<file path="src/adc_ctrl_pkg.sv">
// Package of register map, field positions and states for the converter control block
package adc_ctrl_pkg;
  localparam logic [7:0] POWER_CFG_OFFSET = 8'h00;
  localparam logic [7:0] COMMAND_OFFSET = 8'h04;
  localparam logic [7:0] EVENT_STATUS_OFFSET = 8'hE0;
  localparam logic [7:0] EVENT_MASK_OFFSET = 8'hE4;
  localparam logic [7:0] SEQ_STATUS_OFFSET = 8'hE8;

  // Power and configuration word fields
  localparam int MASTER_EN_BIT = 0;
  localparam int GAIN_AMP_EN_BIT = 1;
  localparam int MODULATOR_EN_BIT = 2;
  localparam int ANTIALIAS_EN_BIT = 3;
  localparam int SINC_CLK_EN_BIT = 4;
  localparam int POS_REF_EN_BIT = 5;
  localparam int CURRENT_REF_EN_BIT = 7;
  localparam int BIAS_GEN_EN_BIT = 9;
  localparam int PHASE_CLK_EN_BIT = 10;
  localparam int ONE_SWEEP_BIT = 13;
  localparam int START_DELAY_LSB = 14;
  localparam int COMBINED_IRQ_EN_BIT = 24;
  localparam int SOURCE_IEN_LSB = 27;
  localparam logic [31:0] POWER_CFG_RESET = 32'h0000_0000;
  localparam logic [31:0] POWER_CFG_WMASK = 32'hF900_E6BF;

  // Command word fields
  localparam int TRIGGER_BIT = 0;
  localparam int STOP_CONT_BIT = 7;
  localparam int SHORT_WRAP_BIT = 8;
  localparam int READY_FLAG_BIT = 9;
  localparam int RESTORE_BIT = 31;
  localparam logic SHORT_WRAP_RESET = 1'b0;

  // Event bits: five converter sources, then sweep halted
  localparam int NUM_EVENTS = 6;
  localparam int NUM_SOURCES = 5;
  localparam int SWEEP_HALT_BIT = 5;
  localparam logic [NUM_EVENTS-1:0] EVENT_RESET = 6'h00;

  typedef enum logic [0:0] {
    SEQ_IDLE,
    SEQ_RUN
  } seq_state_t;
endpackage

</file>
<file path="src/adc_power_and_command_control.sv">
// Power-down, clock gating, command and sequencer control of the converter, APB slave
`timescale 1ns/1ps
module adc_power_and_command_control
(
  input wire logic sys_clk,
  input wire logic sys_rst,
  input wire logic clkEn,
  input wire logic psel,
  input wire logic penable,
  input wire logic pwrite,
  input wire logic [7:0] paddr,
  input wire logic [31:0] pwdata,
  output logic [31:0] prdata,
  output logic pready,
  output logic pslverr,
  input wire logic anyChannelEnabled,
  input wire logic sweepDone,
  input wire logic [adc_ctrl_pkg::NUM_SOURCES-1:0] sourceEvent,
  output logic phaseClkGenPowerDown,
  output logic biasGenPowerDown,
  output logic currentRefPowerDown,
  output logic posRefBufPowerDown,
  output logic antialiasPowerDown,
  output logic modulatorPowerDown,
  output logic gainAmpPowerDown,
  output logic sincClkEnable,
  output logic cubicClkEnable,
  output logic moduleClkEnable,
  output logic analogReset,
  output logic [1:0] startDelay,
  output logic sweepStart,
  output logic shortWrapDelay,
  output logic restoreDefaults,
  output logic sequencerBusy,
  output logic combinedIrq,
  output logic irq
);
  import adc_ctrl_pkg::*;

  logic [31:0] powerCfg_r;
  logic shortWrap_r;
  logic [NUM_EVENTS-1:0] eventStatus_r;
  logic [NUM_EVENTS-1:0] eventMask_r;
  logic stopPending_r;
  logic readyFlag_r;
  seq_state_t seqState_r;
  logic accessDone;
  logic wrEn;
  logic rdEn;
  logic mapped;
  logic cmdTrigger;
  logic cmdStop;
  logic cmdRestore;
  logic sweepHalt;
  logic [NUM_EVENTS-1:0] eventIn;
  logic [31:0] readWord;

  function automatic logic hit(input logic [7:0] addr, input logic [7:0] offs);
    return addr == offs;
  endfunction

  // One wait state keeps pready and prdata registered
  assign accessDone = psel && penable && pready;
  assign wrEn = accessDone && pwrite && clkEn;
  assign rdEn = accessDone && !pwrite && clkEn;
  assign mapped = hit(paddr, POWER_CFG_OFFSET) || hit(paddr, COMMAND_OFFSET)
    || hit(paddr, EVENT_STATUS_OFFSET) || hit(paddr, EVENT_MASK_OFFSET)
    || hit(paddr, SEQ_STATUS_OFFSET);

  // Single write of one issues a command; zero does nothing
  assign cmdTrigger = wrEn && hit(paddr, COMMAND_OFFSET) && pwdata[TRIGGER_BIT];
  assign cmdStop = wrEn && hit(paddr, COMMAND_OFFSET) && pwdata[STOP_CONT_BIT];
  assign cmdRestore = wrEn && hit(paddr, COMMAND_OFFSET) && pwdata[RESTORE_BIT];

  // Sweep ends and sequencer stops rather than wrapping
  assign sweepHalt = (seqState_r == SEQ_RUN) && sweepDone
    && (powerCfg_r[ONE_SWEEP_BIT] || stopPending_r || cmdStop);
  assign eventIn = {sweepHalt, sourceEvent};

  always_comb
  begin
    readWord = 32'h0000_0000;
    if (hit(paddr, POWER_CFG_OFFSET))
    begin
      readWord = powerCfg_r;
    end
    else if (hit(paddr, COMMAND_OFFSET))
    begin
      // Command bits always read back zero
      readWord[READY_FLAG_BIT] = readyFlag_r;
      readWord[SHORT_WRAP_BIT] = shortWrap_r;
    end
    else if (hit(paddr, EVENT_STATUS_OFFSET))
    begin
      readWord[NUM_EVENTS-1:0] = eventStatus_r;
    end
    else if (hit(paddr, EVENT_MASK_OFFSET))
    begin
      readWord[NUM_EVENTS-1:0] = eventMask_r;
    end
    else if (hit(paddr, SEQ_STATUS_OFFSET))
    begin
      readWord[0] = seqState_r == SEQ_RUN;
      readWord[1] = stopPending_r;
    end
  end

  // Low clock enable also holds pready; keep it high during a transfer
  // or the master may see a stale pready while the write is dropped
  always_ff @(posedge sys_clk)
  begin
    if (sys_rst)
    begin
      pready <= 1'b0;
      prdata <= 32'h0000_0000;
      pslverr <= 1'b0;
    end
    else if (clkEn)
    begin
      pready <= psel && penable && !pready;
      if (psel && penable && !pready)
      begin
        prdata <= pwrite ? 32'h0000_0000 : readWord;
        pslverr <= !mapped;
      end
      else
      begin
        prdata <= 32'h0000_0000;
        pslverr <= 1'b0;
      end
    end
  end

  // Configuration register; restore command returns it to defaults
  always_ff @(posedge sys_clk)
  begin
    if (sys_rst || (clkEn && cmdRestore))
    begin
      powerCfg_r <= POWER_CFG_RESET;
    end
    else if (wrEn && hit(paddr, POWER_CFG_OFFSET))
    begin
      powerCfg_r <= pwdata & POWER_CFG_WMASK;
    end
  end

  // Bit 8 is a stored setting; other command bits are not stored
  always_ff @(posedge sys_clk)
  begin
    if (sys_rst || (clkEn && cmdRestore))
    begin
      shortWrap_r <= SHORT_WRAP_RESET;
    end
    else if (wrEn && hit(paddr, COMMAND_OFFSET))
    begin
      shortWrap_r <= pwdata[SHORT_WRAP_BIT];
    end
  end

  // Ready flag is hardware state; writes never reach it
  // Master enable not needed, so setup can be checked before power-up
  always_ff @(posedge sys_clk)
  begin
    if (sys_rst)
    begin
      readyFlag_r <= 1'b0;
    end
    else if (clkEn)
    begin
      readyFlag_r <= powerCfg_r[MODULATOR_EN_BIT] && anyChannelEnabled;
    end
  end

  // Sticky events: new event wins over the read clear
  always_ff @(posedge sys_clk)
  begin
    if (sys_rst || (clkEn && cmdRestore))
    begin
      eventStatus_r <= EVENT_RESET;
    end
    else if (clkEn)
    begin
      if (rdEn && hit(paddr, EVENT_STATUS_OFFSET))
      begin
        eventStatus_r <= eventIn;
      end
      else
      begin
        eventStatus_r <= eventStatus_r | eventIn;
      end
    end
  end

  always_ff @(posedge sys_clk)
  begin
    if (sys_rst || (clkEn && cmdRestore))
    begin
      eventMask_r <= EVENT_RESET;
    end
    else if (wrEn && hit(paddr, EVENT_MASK_OFFSET))
    begin
      eventMask_r <= pwdata[NUM_EVENTS-1:0];
    end
  end

  // Source enables gate only the combined interrupt line, never the status
  always_ff @(posedge sys_clk)
  begin
    if (sys_rst)
    begin
      irq <= 1'b0;
      combinedIrq <= 1'b0;
    end
    else if (clkEn)
    begin
      irq <= |(eventStatus_r & eventMask_r);
      combinedIrq <= powerCfg_r[COMBINED_IRQ_EN_BIT]
        && |(eventStatus_r[NUM_SOURCES-1:0]
        & powerCfg_r[SOURCE_IEN_LSB +: NUM_SOURCES]);
    end
  end

  // Stop request lives until the running sweep finishes
  // A stop while idle is dropped; there is no sweep to end
  always_ff @(posedge sys_clk)
  begin
    if (sys_rst || (clkEn && cmdRestore))
    begin
      stopPending_r <= 1'b0;
    end
    else if (clkEn)
    begin
      if (seqState_r != SEQ_RUN || sweepHalt)
      begin
        stopPending_r <= 1'b0;
      end
      else if (cmdStop)
      begin
        stopPending_r <= 1'b1;
      end
    end
  end

  // Trigger while running is ignored; master disable aborts the sequence
  always_ff @(posedge sys_clk)
  begin
    if (sys_rst || (clkEn && cmdRestore))
    begin
      seqState_r <= SEQ_IDLE;
      sweepStart <= 1'b0;
    end
    else if (clkEn)
    begin
      sweepStart <= 1'b0;
      if (!powerCfg_r[MASTER_EN_BIT])
      begin
        seqState_r <= SEQ_IDLE;
      end
      else
      begin
        unique case (seqState_r)
          SEQ_IDLE:
          begin
            if (cmdTrigger)
            begin
              seqState_r <= SEQ_RUN;
              sweepStart <= 1'b1;
            end
          end
          SEQ_RUN:
          begin
            if (sweepHalt)
            begin
              seqState_r <= SEQ_IDLE;
            end
            else if (sweepDone)
            begin
              sweepStart <= 1'b1;
            end
          end
        endcase
      end
    end
  end

  always_ff @(posedge sys_clk)
  begin
    if (sys_rst)
    begin
      restoreDefaults <= 1'b0;
      sequencerBusy <= 1'b0;
      shortWrapDelay <= 1'b0;
    end
    else if (clkEn)
    begin
      restoreDefaults <= cmdRestore;
      sequencerBusy <= seqState_r == SEQ_RUN;
      // Known to corrupt the first channel after a wrap; keep it clear
      shortWrapDelay <= shortWrap_r && seqState_r == SEQ_RUN;
    end
  end

  // Analog power-downs, all forced while the master enable is low
  always_ff @(posedge sys_clk)
  begin
    if (sys_rst)
    begin
      phaseClkGenPowerDown <= 1'b1;
      biasGenPowerDown <= 1'b1;
      currentRefPowerDown <= 1'b1;
      posRefBufPowerDown <= 1'b1;
      antialiasPowerDown <= 1'b1;
      modulatorPowerDown <= 1'b1;
      gainAmpPowerDown <= 1'b1;
      analogReset <= 1'b1;
    end
    else if (clkEn)
    begin
      phaseClkGenPowerDown <= !(powerCfg_r[MASTER_EN_BIT]
        && powerCfg_r[PHASE_CLK_EN_BIT]);
      biasGenPowerDown <= !(powerCfg_r[MASTER_EN_BIT] && powerCfg_r[BIAS_GEN_EN_BIT]);
      currentRefPowerDown <= !(powerCfg_r[MASTER_EN_BIT]
        && powerCfg_r[CURRENT_REF_EN_BIT]);
      posRefBufPowerDown <= !(powerCfg_r[MASTER_EN_BIT]
        && powerCfg_r[POS_REF_EN_BIT]);
      antialiasPowerDown <= !(powerCfg_r[MASTER_EN_BIT]
        && powerCfg_r[ANTIALIAS_EN_BIT]);
      gainAmpPowerDown <= !(powerCfg_r[MASTER_EN_BIT]
        && powerCfg_r[GAIN_AMP_EN_BIT]);
      modulatorPowerDown <= !(powerCfg_r[MASTER_EN_BIT]
        && powerCfg_r[MODULATOR_EN_BIT]);
      analogReset <= !powerCfg_r[MASTER_EN_BIT];
    end
  end

  // Cubic and module clocks follow only the master enable so test data can pass; sinc clock also needs its enable bit
  always_ff @(posedge sys_clk)
  begin
    if (sys_rst)
    begin
      sincClkEnable <= 1'b0;
      cubicClkEnable <= 1'b0;
      moduleClkEnable <= 1'b0;
      startDelay <= 2'h0;
    end
    else if (clkEn)
    begin
      sincClkEnable <= powerCfg_r[MASTER_EN_BIT] && powerCfg_r[SINC_CLK_EN_BIT];
      cubicClkEnable <= powerCfg_r[MASTER_EN_BIT];
      moduleClkEnable <= powerCfg_r[MASTER_EN_BIT];
      startDelay <= powerCfg_r[START_DELAY_LSB +: 2];
    end
  end
endmodule

</file>
<file path="config.mk">
export PLATFORM = sky130hd
export DESIGN_NAME = adc_power_and_command_control
export DESIGN_NICKNAME = d
export VERILOG_FILES = /design/src/adc_ctrl_pkg.sv /design/src/adc_power_and_command_control.sv
export SDC_FILE = /design/constraint.sdc
export NUM_CORES = 1
export LEC_CHECK = 0
export ABC_AREA = 1
export BUFFER_PORTS_ARGS = -buffer_cell sky130_fd_sc_hd__buf_2
export CAP_MARGIN = 20
export CORE_UTILIZATION = 45
export CTS_CLUSTER_SIZE = 25
export DETAILED_ROUTE_END_ITERATION = 12
export PLACE_DENSITY = 0.76
export SLEW_MARGIN = 20
export SYNTH_ARGS = -nofsm -noshare
export SYNTH_HDL_FRONTEND = slang
export SYNTH_SLANG_ARGS = --single-unit
export TNS_END_PERCENT = 50
</file>
<file path="constraint.sdc">
create_clock -name sys_clk -period 1.6 [get_ports sys_clk]
set_clock_uncertainty 0.2 [all_clocks]
set_input_delay 0.32 -clock sys_clk [delete_from_list [all_inputs] [get_ports sys_clk]]
set_output_delay 0.32 -clock sys_clk [all_outputs]
set_load 0.005 [all_outputs]
</file>
==> reports/qor.csv <==
stage,metric,value,unit
outcome,status,"complete, but fails checks",
outcome,violations,DRC,
worst_setup_path,worstPathRequired,1.65,ns
floorplanning,start_util,0.4737,
global_routing,grt_max_degree,24,
timing,rsz0062_at_grt,no,
cts,post-cts-setup-buffers,0,
worst_hold_path,hold_start,pwdata[30],
yosys,yosys_warnings,0,
timing,period_share,0.9378,
cts,numCtsBuffers,9,
yosys,async_reset_ff_frac,0,
global_routing,track_usage,0.2320,
yosys,synthSimpleGateAreaFrac,0.2712,
floorplanning,die_w,84.45,µm
cells_and_area,fin_nets,564,
yosys,syn_area,0.003059,mm²
cts,numClockSinks,73,
yosys,synth-seq-cells,73,
worst_setup_path,crit_chain,inv_1 -> nor3_4 -> buf_6 -> nand3_1 -> nand2_1 -> nand3_1 -> nand3_1 -> inv_1,
floorplanning,std_cell_rows,29,
cells_and_area,layout_common_cells,"nand2_1 (136), buf_2 (79), dfxtp_1 (73), a21oi_1 (55), nor2_1 (29)",
floorplanning,ios,106,
floorplanning,die_area,0.007132,mm²
worst_setup_path,crit_slowest_cell,dfxtp_1,
worst_setup_path,worstRegToRegCells,8,
placement,place_hpwl,5837,µm
cts,hold_buffers,0,
cells_and_area,final_util,0.6048,
worst_hold_path,whs_path_depth,3,
cells_and_area,diodes,0,
power_and_ir_drop,finalPower,3.770,mW
detailed_routing,dr_total_vias,2967,
detailed_routing,ant_nets,0,
worst_setup_path,cp_max_fo,4,
cts,cts_root_buf,clkbuf_8,
detailed_routing,viasPerCell,5.003,
global_routing,grt-ovfl-total,0,
yosys,synth_edf_count,0,
global_routing,antenna_found_initial,0,
timing,hold_viol,0,
yosys,yosys.area_share.xor_xnor,0,
job,drv_cap,0,
yosys,syn_area_per_cell,7.480,µm²
detailed_routing,routedWlPerCell,13.26,µm
detailed_routing,first_pass_iters,11,
cells_and_area,fin_area,0.003906,mm²
global_routing,grt_pass1_wl,12790,µm
timing,setup-tns-final,0,ns
detailed_routing,drt_iter0_drc,182,
worst_hold_path,min_path_type,in2reg,
worst_setup_path,critPathCaptureType,register,
cells_and_area,area_growth,27.69,%
yosys,synth_cell_types,27,
power_and_ir_drop,peakVddDrop,0.6918,mV
yosys,muxShareOfSynthArea,0,
cts,clk_latency,0.35,ns
worst_setup_path,cpMostUsedCell,nand3_1,
detailed_routing,wl,7864,µm
detailed_routing,drc,9,
worst_setup_path,startpoint,pready$_SDFFE_PP0P_,
worst_setup_path,crit_arrival,1.55,ns
yosys,syn-instance-count,409,
placement,portBuffers,79,
yosys,synthAdderAreaFrac,0,
floorplanning,coreArea,0.006459,mm²
timing,setup_viol,0,
yosys,synth_compound_area_frac,0.1538,
cts,cts_tree,built,
timing,clock.fmax,666.4,MHz
placement,gpl.final_weighted_congestion,0.9960,
worst_setup_path,r2r_start,pready$_SDFFE_PP0P_,
cts,h-tree-depth,3,
global_routing,grt_pass1_vias,2725,
worst_setup_path,slowest_delay,0.34,ns
worst_setup_path,critPathLaunchType,register,
yosys,synth_ff_type,dfxtp_1,
cts,clock_path_buffers,2,
cells_and_area,final_common_cell,nand2_1,
yosys,ys_seq_area_frac,0.4777,
timing,period_needed,1.501,ns
placement,place_area,0.003645,mm²
cells_and_area,layout-drive-gt1-share,0.2733,
yosys,synth_top_family_by_area,simple AND/OR/NAND/NOR gates,
cts,clk_pin_slew,0.07,ns
power_and_ir_drop,powerDensity,965.1,mW/mm²
power_and_ir_drop,p_leak,1.661,nW
timing,drv_slew,0,
worst_setup_path,crit_type,reg2reg,
floorplanning,die_y,84.45,µm
synth_stat cells, drive strengths merged, types with 2 or more instances:
cell type	number	share of area
a21oi	56	0.092
clkbuf	9	0.011
nor3	2	0.0070
buf	20	0.056
nand2	141	0.18
a31oi	2	0.0041
a22o	2	0.0057
nand3	16	0.030
a22oi	5	0.012
inv	22	0.027
o21ai	15	0.025
nor2	34	0.049
o22ai	5	0.010
dfxtp	73	0.48
nand4	3	0.0061
per-layer routing:
layer	global-route usage	vias up	part of all wire
met4	0.06471	0	0.012
met2	0.3957	88	0.49
met3	0.06588	14	0.060
met5	0	-	0
met1	0.2882	1355	0.44
li1	-	1510	-
sequential cells by signal, indices dropped and copies added, names as in the netlist, 2 cells and up:
name           cells
eventMask_r        6
eventStatus_r      6
powerCfg_r        18
prdata            19
startDelay         2
final cells by class:
type,instances,area (µm²)
timing repair buffer,108,658.1
multi-input combinational,296,1358
clock inverter,4,73.82
inverter,23,93.84
fill,604,2552
sequential,73,1461
tap,77,96.34
clock buffer,12,165.2
per-stage QoR:
| stage | cells | setup WS, ns | hold WS (ns) |
|---|---|---|---|
| after global placement | 577 | -0.1240 | 0.2464 |
| after detailed placement | 577 | -0.1541 | 0.2521 |
| after global routing | 593 | 0.006998 | 0.01944 |
| after CTS | 593 | 0.006944 | 0.01269 |
| final | 593 | 0.09948 | 0.01965 |
| after floorplan | 421 | 0.0004095 | 0.1891 |
repair_timing:
action	in CTS	in global routing
gates resized for setup	0	10
setup endpoints to repair	0	30
hold endpoints to repair	0	0
worst max-delay path: cells and delay by family (launching register included):
family                 cells  cell delay, ns
buffers and inverters      3            0.28
DFF                        1            0.34
and+or+nand+nor            5            0.58
report_power, final:
part           switching [mW]  leakage [nW]  total, mW  internal (mW)
Sequential             0.0181         0.591       1.85           1.83
Combinational           0.134         0.947      0.238          0.104
Clock                   0.673         0.123       1.68           1.01
logic make-up after synthesis:
kind of cell / Yosys count
other cells: 1
buf+inv: 52
simple gates: 196
flops: 73
compound gates: 87
worst paths after layout:
path                                 end  slack (ns)
max reg2reg   stopPending_r$_SDFFE_PP0P_         0.1
min          powerCfg_r[30]$_SDFFE_PP0P_        0.02
max           stopPending_r$_SDFFE_PP0P_         0.1
min reg2reg      prdata[27]$_SDFFE_PP0P_        0.26
No activity file was read; power rests on OpenSTA's default activity.
